### src/pcr_pkg.sv
// shared constants, field layout and carrier types for the capability reconfiguration bank
package pcr_pkg;

	// ----------------------------------------------------------------
	// word addresses on the reconfiguration slave port
	// ----------------------------------------------------------------
	localparam logic [7:0] PCR_ADDR_MODE = 8'h00;
	localparam logic [7:0] PCR_ADDR_LDCAP = 8'h91;
	localparam logic [7:0] PCR_ADDR_LPCAP = 8'h92;

	// ----------------------------------------------------------------
	// field positions, link/device capability word
	// ----------------------------------------------------------------
	localparam int PCR_POS_MODE = 0;
	localparam int PCR_POS_SURPRISE = 3;
	localparam int PCR_POS_DLACTIVE = 4;
	localparam int PCR_POS_EXTTAG = 5;
	localparam int PCR_POS_L0S_LO = 6;
	localparam int PCR_POS_L1_LO = 9;
	localparam int PCR_POS_IND_LO = 12;
	localparam int PCR_POS_ROLEERR = 15;

	// ----------------------------------------------------------------
	// field positions, link power capability word
	// ----------------------------------------------------------------
	localparam int PCR_POS_PWRSCALE_LO = 0;
	localparam int PCR_POS_WIDTH_LO = 2;
	localparam int PCR_POS_ASPM_LO = 8;
	localparam int PCR_POS_L1EXIT_LO = 10;

	// ----------------------------------------------------------------
	// values after reset, optional-bit mask and read latency
	// ----------------------------------------------------------------
	localparam logic PCR_RST_MODE = 1'b1;
	localparam logic [15:0] PCR_RST_LDCAP = 16'h8000;
	localparam logic [15:0] PCR_RST_LPCAP = 16'h0110;
	localparam logic [15:0] PCR_RD_ZERO = 16'h0000;
	localparam logic [15:0] PCR_OPT_MASK = 16'h0018;
	localparam int PCR_RD_LATENCY = 1;

	// ----------------------------------------------------------------
	// carriers
	// ----------------------------------------------------------------
	typedef struct packed {
		logic read;
		logic write;
		logic [7:0] address;
		logic [15:0] writedata;
	} pcr_bus_req_s;

	typedef struct packed {
		logic surprise_down;
		logic dl_active;
		logic ext_tag;
		logic [2:0] l0s_lat;
		logic [2:0] l1_lat;
		logic [2:0] ind_present;
		logic role_err;
		logic [1:0] pwr_scale;
		logic [5:0] max_width;
		logic [1:0] aspm;
		logic [5:0] l1_exit;
	} pcr_caps_s;

endpackage

### src/pcr_word_store.sv
// one 16-bit capability word with reset default and restore
module pcr_word_store
	import pcr_pkg::*;
#(
	parameter logic [15:0] RESET_VAL = 16'h0000
) (
	// clock and reset
	input wire logic clk,
	input wire logic rst,
	// control
	input wire logic restore,
	input wire logic wr_en,
	input wire logic [15:0] wr_data,
	// stored value
	output logic [15:0] q
);

	logic [15:0] word_reg;
	logic [15:0] word_next;

	always_comb begin
		word_next = word_reg;
		if (restore) begin
			word_next = RESET_VAL;
		end else if (wr_en) begin
			word_next = wr_data;
		end
	end

	always_ff @(posedge clk) begin
		if (rst) begin
			word_reg <= RESET_VAL;
		end else begin
			word_reg <= word_next;
		end
	end

	assign q = word_reg;

endmodule

### src/pcr_cap_bank.sv
// reprogrammable capability words behind the reconfiguration slave port
// How it works
// - surprise-down capability bit 3, default zero
// - data-link-active reporting bit 4, default zero
// - upstream or unsupported ports force both zero
// - both bits exist only for revision 1.1
// - extended tag support bit 5, default zero
// - bits 8:6 L0s acceptable latency code
// - bits 11:9 L1 acceptable latency code
// - bits 14:12 button and indicator presence
// - scale 1:0 and link width 7:2
// - bits 9:8 ASPM support, default 01
// - bits 15:10 L1 exit latencies
// - mode bit 0: one restores image values
module pcr_cap_bank
	import pcr_pkg::*;
#(
	parameter bit PORT_IS_DOWNSTREAM = 1'b1,
	parameter bit BASE_REV_1P1 = 1'b1
) (
	// clock and reset
	input wire logic clk,
	input wire logic rst,
	// reconfiguration slave port
	input wire pcr_bus_req_s bus_req,
	output logic [15:0] readdata,
	output logic readdatavalid,
	// towards the link layer
	output pcr_caps_s caps,
	output logic reconfig_active
);

	// ----------------------------------------------------------------
	// decode helpers
	// ----------------------------------------------------------------
	// optional reporting bits gated
	localparam bit OPT_ALLOWED = PORT_IS_DOWNSTREAM && BASE_REV_1P1;

	function automatic logic [15:0] mask_opt(input logic [15:0] w);
		mask_opt = OPT_ALLOWED ? w : (w & ~PCR_OPT_MASK);
	endfunction

	function automatic pcr_caps_s words_to_caps(input logic [15:0] w1, input logic [15:0] w2);
		pcr_caps_s c;
		c.surprise_down = w1[PCR_POS_SURPRISE];
		c.dl_active = w1[PCR_POS_DLACTIVE];
		c.ext_tag = w1[PCR_POS_EXTTAG];
		c.l0s_lat = w1[PCR_POS_L0S_LO +: 3];
		c.l1_lat = w1[PCR_POS_L1_LO +: 3];
		c.ind_present = w1[PCR_POS_IND_LO +: 3];
		c.role_err = w1[PCR_POS_ROLEERR];
		c.pwr_scale = w2[PCR_POS_PWRSCALE_LO +: 2];
		c.max_width = w2[PCR_POS_WIDTH_LO +: 6];
		c.aspm = w2[PCR_POS_ASPM_LO +: 2];
		c.l1_exit = w2[PCR_POS_L1EXIT_LO +: 6];
		words_to_caps = c;
	endfunction

	localparam logic [1:0][15:0] WORD_DEFAULTS = {PCR_RST_LPCAP, mask_opt(PCR_RST_LDCAP)};
	localparam logic [1:0][7:0] WORD_ADDRS = {PCR_ADDR_LPCAP, PCR_ADDR_LDCAP};
	localparam pcr_caps_s CAPS_DEFAULT = words_to_caps(mask_opt(PCR_RST_LDCAP), PCR_RST_LPCAP);

	// ----------------------------------------------------------------
	// mode bit
	// ----------------------------------------------------------------
	logic mode_reg;
	logic mode_next;
	logic mode_wr;
	logic restore;

	assign mode_wr = bus_req.write && (bus_req.address == PCR_ADDR_MODE);
	// setting the bit reloads image values
	assign restore = mode_wr && bus_req.writedata[PCR_POS_MODE];

	always_comb begin
		mode_next = mode_reg;
		if (mode_wr) begin
			mode_next = bus_req.writedata[PCR_POS_MODE];
		end
	end

	always_ff @(posedge clk) begin
		if (rst) begin
			mode_reg <= PCR_RST_MODE;
		end else begin
			mode_reg <= mode_next;
		end
	end

	// ----------------------------------------------------------------
	// capability word stores
	// ----------------------------------------------------------------
	logic [1:0][15:0] store_q;
	logic [1:0][15:0] eff_word;

	genvar gi;
	generate
		for (gi = 0; gi < 2; gi++) begin : g_word
			logic wr_en;
			assign wr_en = bus_req.write && !mode_reg && (bus_req.address == WORD_ADDRS[gi]);
			pcr_word_store #(
				.RESET_VAL(WORD_DEFAULTS[gi])
			) u_store (
				.clk(clk),
				.rst(rst),
				.restore(restore),
				.wr_en(wr_en),
				.wr_data(gi == 0 ? mask_opt(bus_req.writedata) : bus_req.writedata),
				.q(store_q[gi])
			);
			assign eff_word[gi] = mode_reg ? WORD_DEFAULTS[gi] : store_q[gi];
		end
	endgenerate

	// ----------------------------------------------------------------
	// outputs and read path
	// ----------------------------------------------------------------
	pcr_caps_s caps_reg;
	pcr_caps_s caps_next;
	logic [15:0] rdata_reg;
	logic [15:0] rdata_next;
	logic rvalid_reg;
	logic rvalid_next;
	logic active_reg;
	logic active_next;

	always_comb begin
		caps_next = words_to_caps(mask_opt(eff_word[0]), eff_word[1]);
		active_next = !mode_reg;
		rvalid_next = bus_req.read;
		rdata_next = PCR_RD_ZERO;
		if (bus_req.read) begin
			case (bus_req.address)
				PCR_ADDR_MODE: begin
					rdata_next = {15'h0000, mode_reg};
				end
				PCR_ADDR_LDCAP: begin
					rdata_next = mask_opt(eff_word[0]);
				end
				PCR_ADDR_LPCAP: begin
					rdata_next = eff_word[1];
				end
				default: begin
					rdata_next = PCR_RD_ZERO;
				end
			endcase
		end
	end

	always_ff @(posedge clk) begin
		if (rst) begin
			caps_reg <= CAPS_DEFAULT;
			rdata_reg <= PCR_RD_ZERO;
			rvalid_reg <= 1'b0;
			active_reg <= 1'b0;
		end else begin
			caps_reg <= caps_next;
			rdata_reg <= rdata_next;
			rvalid_reg <= rvalid_next;
			active_reg <= active_next;
		end
	end

	assign caps = caps_reg;
	assign readdata = rdata_reg;
	assign readdatavalid = rvalid_reg;
	assign reconfig_active = active_reg;
endmodule

### config.mk
export PLATFORM = sky130hd
export DESIGN_NAME = pcr_cap_bank
export DESIGN_NICKNAME = d
export VERILOG_FILES = /design/src/pcr_pkg.sv /design/src/pcr_word_store.sv /design/src/pcr_cap_bank.sv
export SDC_FILE = /design/constraint.sdc
export NUM_CORES = 1
export LEC_CHECK = 0
export BUFFER_PORTS_ARGS = -buffer_cell sky130_fd_sc_hd__buf_2
export CAP_MARGIN = 20
export CORE_ASPECT_RATIO = 1.25
export CORE_MARGIN = 1.5
export CORE_UTILIZATION = 52
export DETAILED_ROUTE_END_ITERATION = 10
export PLACE_DENSITY_LB_ADDON = 0.12
export RECOVER_POWER = 50
export SETUP_SLACK_MARGIN = 0.02
export SYNTH_ARGS = -nofsm -noshare
export SYNTH_HDL_FRONTEND = slang
export SYNTH_HIERARCHICAL = 1
export SYNTH_SLANG_ARGS = --single-unit
### constraint.sdc
create_clock -name clk -period 1.9 [get_ports clk]
set_clock_uncertainty 0.05 [all_clocks]
set_input_delay 0.095 -clock clk [delete_from_list [all_inputs] [get_ports clk]]
set_output_delay 0.095 -clock clk [all_outputs]
set_load 0.1 [all_outputs]
==> summary.txt <==
Status
  • Status: finished, final reports clean

Worst hold path
  • Critical hold path startpoint: bus_req[20]
  • Hold WC Path Type: in2reg
  • Hold Path Stages: 3
  • Hold Path End: readdata[15]$_SDFF_PP0_

Power
  • Leakage: 1.406 nW
  • Logic pwr share: approximately 4.7%
  • Int Pwr: around 2.5 mW
  • Sw Ratio: between 20 and 25%
  • Clock share of power: between 40 and 50%
  • Flop pwr share: 53.0%
  • VDD IR max: approximately 0.5 mV
  • Psw: 689.9 uW
  • Pwr dens: 845.5 nW/um2

Cells and area
  • Nets: a little under 400
  • Fillers: about 450
  • Share of layout cells above drive strength 1: 25.48%
  • Diodes inserted: 0
  • Area Growth Syn to Fin: 25.42%
  • Largest register FFs: 32

Timing
  • Sum Neg Setup Slack: 0 ns
  • Slew Limit Fails: 0
  • Tcrit/Tclk final: 88.26%
  • Least-Margin Pin Slew: ~1.2 ns
  • Final hold vios: 0
  • Fmax achieved: 596.3 MHz
  • Min cycle time layout: 1.677 ns
  • RSZ-0062 raised after global routing: false
  • Slew margin rel.: 22.54%
  • Setup violations, final: 0
  • Final worst slack: approximately 0.22 ns

CTS
  • Number of buffers created by CTS: 9
  • # clock sinks: 80
  • Setup bufs post-CTS: 0
  • Clk Latency, worst-skew pair: roughly 0.35 ns
  • Clk pin slew, worst setup/hold paths: roughly 0.08 ns
  • Clk root buf: clkbuf_8
  • CTS HTree Levels: 3
  • Clock Path Buffers: 2
  • CTS tree: yes
  • Post-CTS sizing: 0

Placed design
  • GPL Wtd Cong: ~0.83
  • # port buffers: between 70 and 80
  • Half-perimeter wire length after placement: around 4.2 mm
  • Pre-CTS setup slack: approximately 0.25 ns

Critical path
  • R2R depth: 5
  • Worst-path cell chain: clkbuf_1
  • Top cell family by delay on the critical path: buffers and inverters
  • Setup CP Type: reg2out
  • Crit path largest cell delay: between 0.8 and 0.9 ns
  • Data arrival, critical path: between 1.5 and 2 ns
  • Critical-path top delay cell: clkbuf_1
  • CP Data Required Time: 1.75 ns
  • Worst Path Buf+Inv: 1
  • Critical Path Fanout Max: 1
  • R2r setup slk: 0.38 ns
  • R2r startpoint: mode_reg$_SDFFE_PP1P_
  • CP Launch Type: flop
  • Worst setup EP type: primary output
  • FF-to-FF End: g_word[1].u_store/q[6]$_SDFFE_PP0P_

Synth
  • Most numerous cell in the Yosys netlist: dfxtp_1
  • Cell taking the most area after synthesis: dfxtp_1
  • List of most frequent post-synthesis cells: 80 x dfxtp_1, 31 x nor2_1, 30 x mux2i_1
  • Main synth FF type: dfxtp_1
  • Post-Syn Instances: 270
  • Synth unique cells: 30
  • Avg Synthesized Cell Area: approximately 11 um2
  • Synth warnings: 6
  • Synth area leaders: dfxtp_1 54%, mux2i_1 10%, nand4_1 5.9%
  • Net Count, Synth: 298
  • Register area share after synthesis: 53.69%
  • Synthesized flop and latch total: 80
  • Synthesized area: a little under 3000 um2
  • Top cell type's share of synthesized area: between 50 and 60%
  • EDFF count, synth: 0
  • Async set-or-reset flop fraction in the synthesized netlist: 0%

Global route
  • GR peak layer: met2
  • Initial antenna violation count: 0
  • Vias in the first global route: 2187
  • Met3 usage: under 10%
  • Pin count of the biggest net entering global routing: 32
  • First-pass GRT wire length: 10.70 mm
  • Gr usage total: between 20% and 30%
  • Total grt overflow: 0
  • Met2 global-route usage: 36.02%
  • GR Util met1: 28.16%

Route
  • Wire per inst: approximately 16 um
  • Via count: between 2000 and 2500
  • Initial DRC count: roughly 160
  • Routed WL: between 6 and 7 mm
  • Drt via density: approximately 5.4
  • Detail Route Antenna Nets: 0
  • DR pass1 iterations: 4
  • DRC: 0

Floorplanning
  • Die ar.: a little over 6000 um2
  • Total core area: 5480 um2
  • Top Ports: 75
  • Starting density of the core: between 50 and 60%
  • Die X: about 71 um
  • FP Rows: 30
  • Die span in y: a little under 90 um

Job
  • Max-cap violations: 0
power groups by stage:
stage / combinational (mW) / clock [mW] / sequential, mW
after floorplan: 0.0580 / 0 / 1.72
after global placement: 0.115 / 0 / 1.72
after detailed placement: 0.117 / 0 / 1.72
after CTS: 0.147 / 1.36 / 1.68
after global routing: 0.160 / 1.43 / 1.68
final: 0.148 / 1.34 / 1.68
how the worst max path moves through the flow:
stage                          startpoint                                    to  cells past startpoint
detailed placement            bus_req[21]   g_word[0].u_store/q[3]$_SDFFE_PP0P_                      5
floorplan           mode_reg$_SDFFE_PP1P_  g_word[0].u_store/q[15]$_SDFFE_PP1P_                      7
CTS                            bus_req[0]  g_word[0].u_store/q[15]$_SDFFE_PP1P_                      5
global placement              bus_req[21]  g_word[1].u_store/q[10]$_SDFFE_PP0P_                      5
finish                 caps[4]$_SDFF_PP0_                               caps[4]                      1
global route          caps[22]$_SDFF_PP0_                              caps[22]                      1
routing by layer:
layer,vias up,routed length (um)
li1,1145,-
met1,1059,3041
met2,77,3117
met3,17,319
met4,0,189
met5,-,0
cells in the final DEF, fill, tap and decap left out, types with 3 or more instances in the layout:
master	netlist	layout
nor2_1	31	31
mux2i_1	30	30
a211oi_2	10	10
o2111ai_1	3	3
a211o_1	3	3
buf_2	9	41
clkbuf_2	0	15
clkinv_2	0	3
a211oi_1	6	6
buf_12	0	3
and4_1	3	3
nand4_1	28	28
clkbuf_1	2	18
dfxtp_1	80	80
and2_1	27	24
dlygate4sd3_1	0	19
or3_1	3	3
nor2b_1	5	5
clkbuf_8	0	9
buf_4	4	5
and2_0	0	3
logic make-up after synthesis:
logic type	synth area share (%)
AO/OA/AOI/OAI	8.012
XOR/XNOR	0.2937
flip-flops	53.69
AND/OR/NAND/NOR	22.15
multiplexers	10.07
buffers and inverters	5.789
area by class of cell:
cell class,instances,area [um2],share of cell area (%)
timing repair buffer,102,639.4,17.09
clock buffer,10,127.6,3.411
sequential,80,1602,42.81
multi-input combinational,167,1209,32.31
tap,64,80.08,2.140
clock inverter,6,83.83,2.241
what timing repair did:
action                                  CTS  global route
hold endpoints to repair                 35             0
hold buffers                             19             0
endpoints found under the setup margin    0             0
through the flow:
stage	hold WS (ns)	total power, mW	std cells	cell area (um2)	util (%)
after floorplan	0.1382	1.782	270	2983	-
after global placement	0.2841	1.831	394	3366	61.42
after detailed placement	0.2878	1.833	394	3366	61.42
after CTS	0.02153	3.178	429	3767	68.74
after global routing	0.04971	3.264	429	3741	68.26
final	0.03064	3.163	429	3741	68.26
Power figures use the tool's default switching activity.
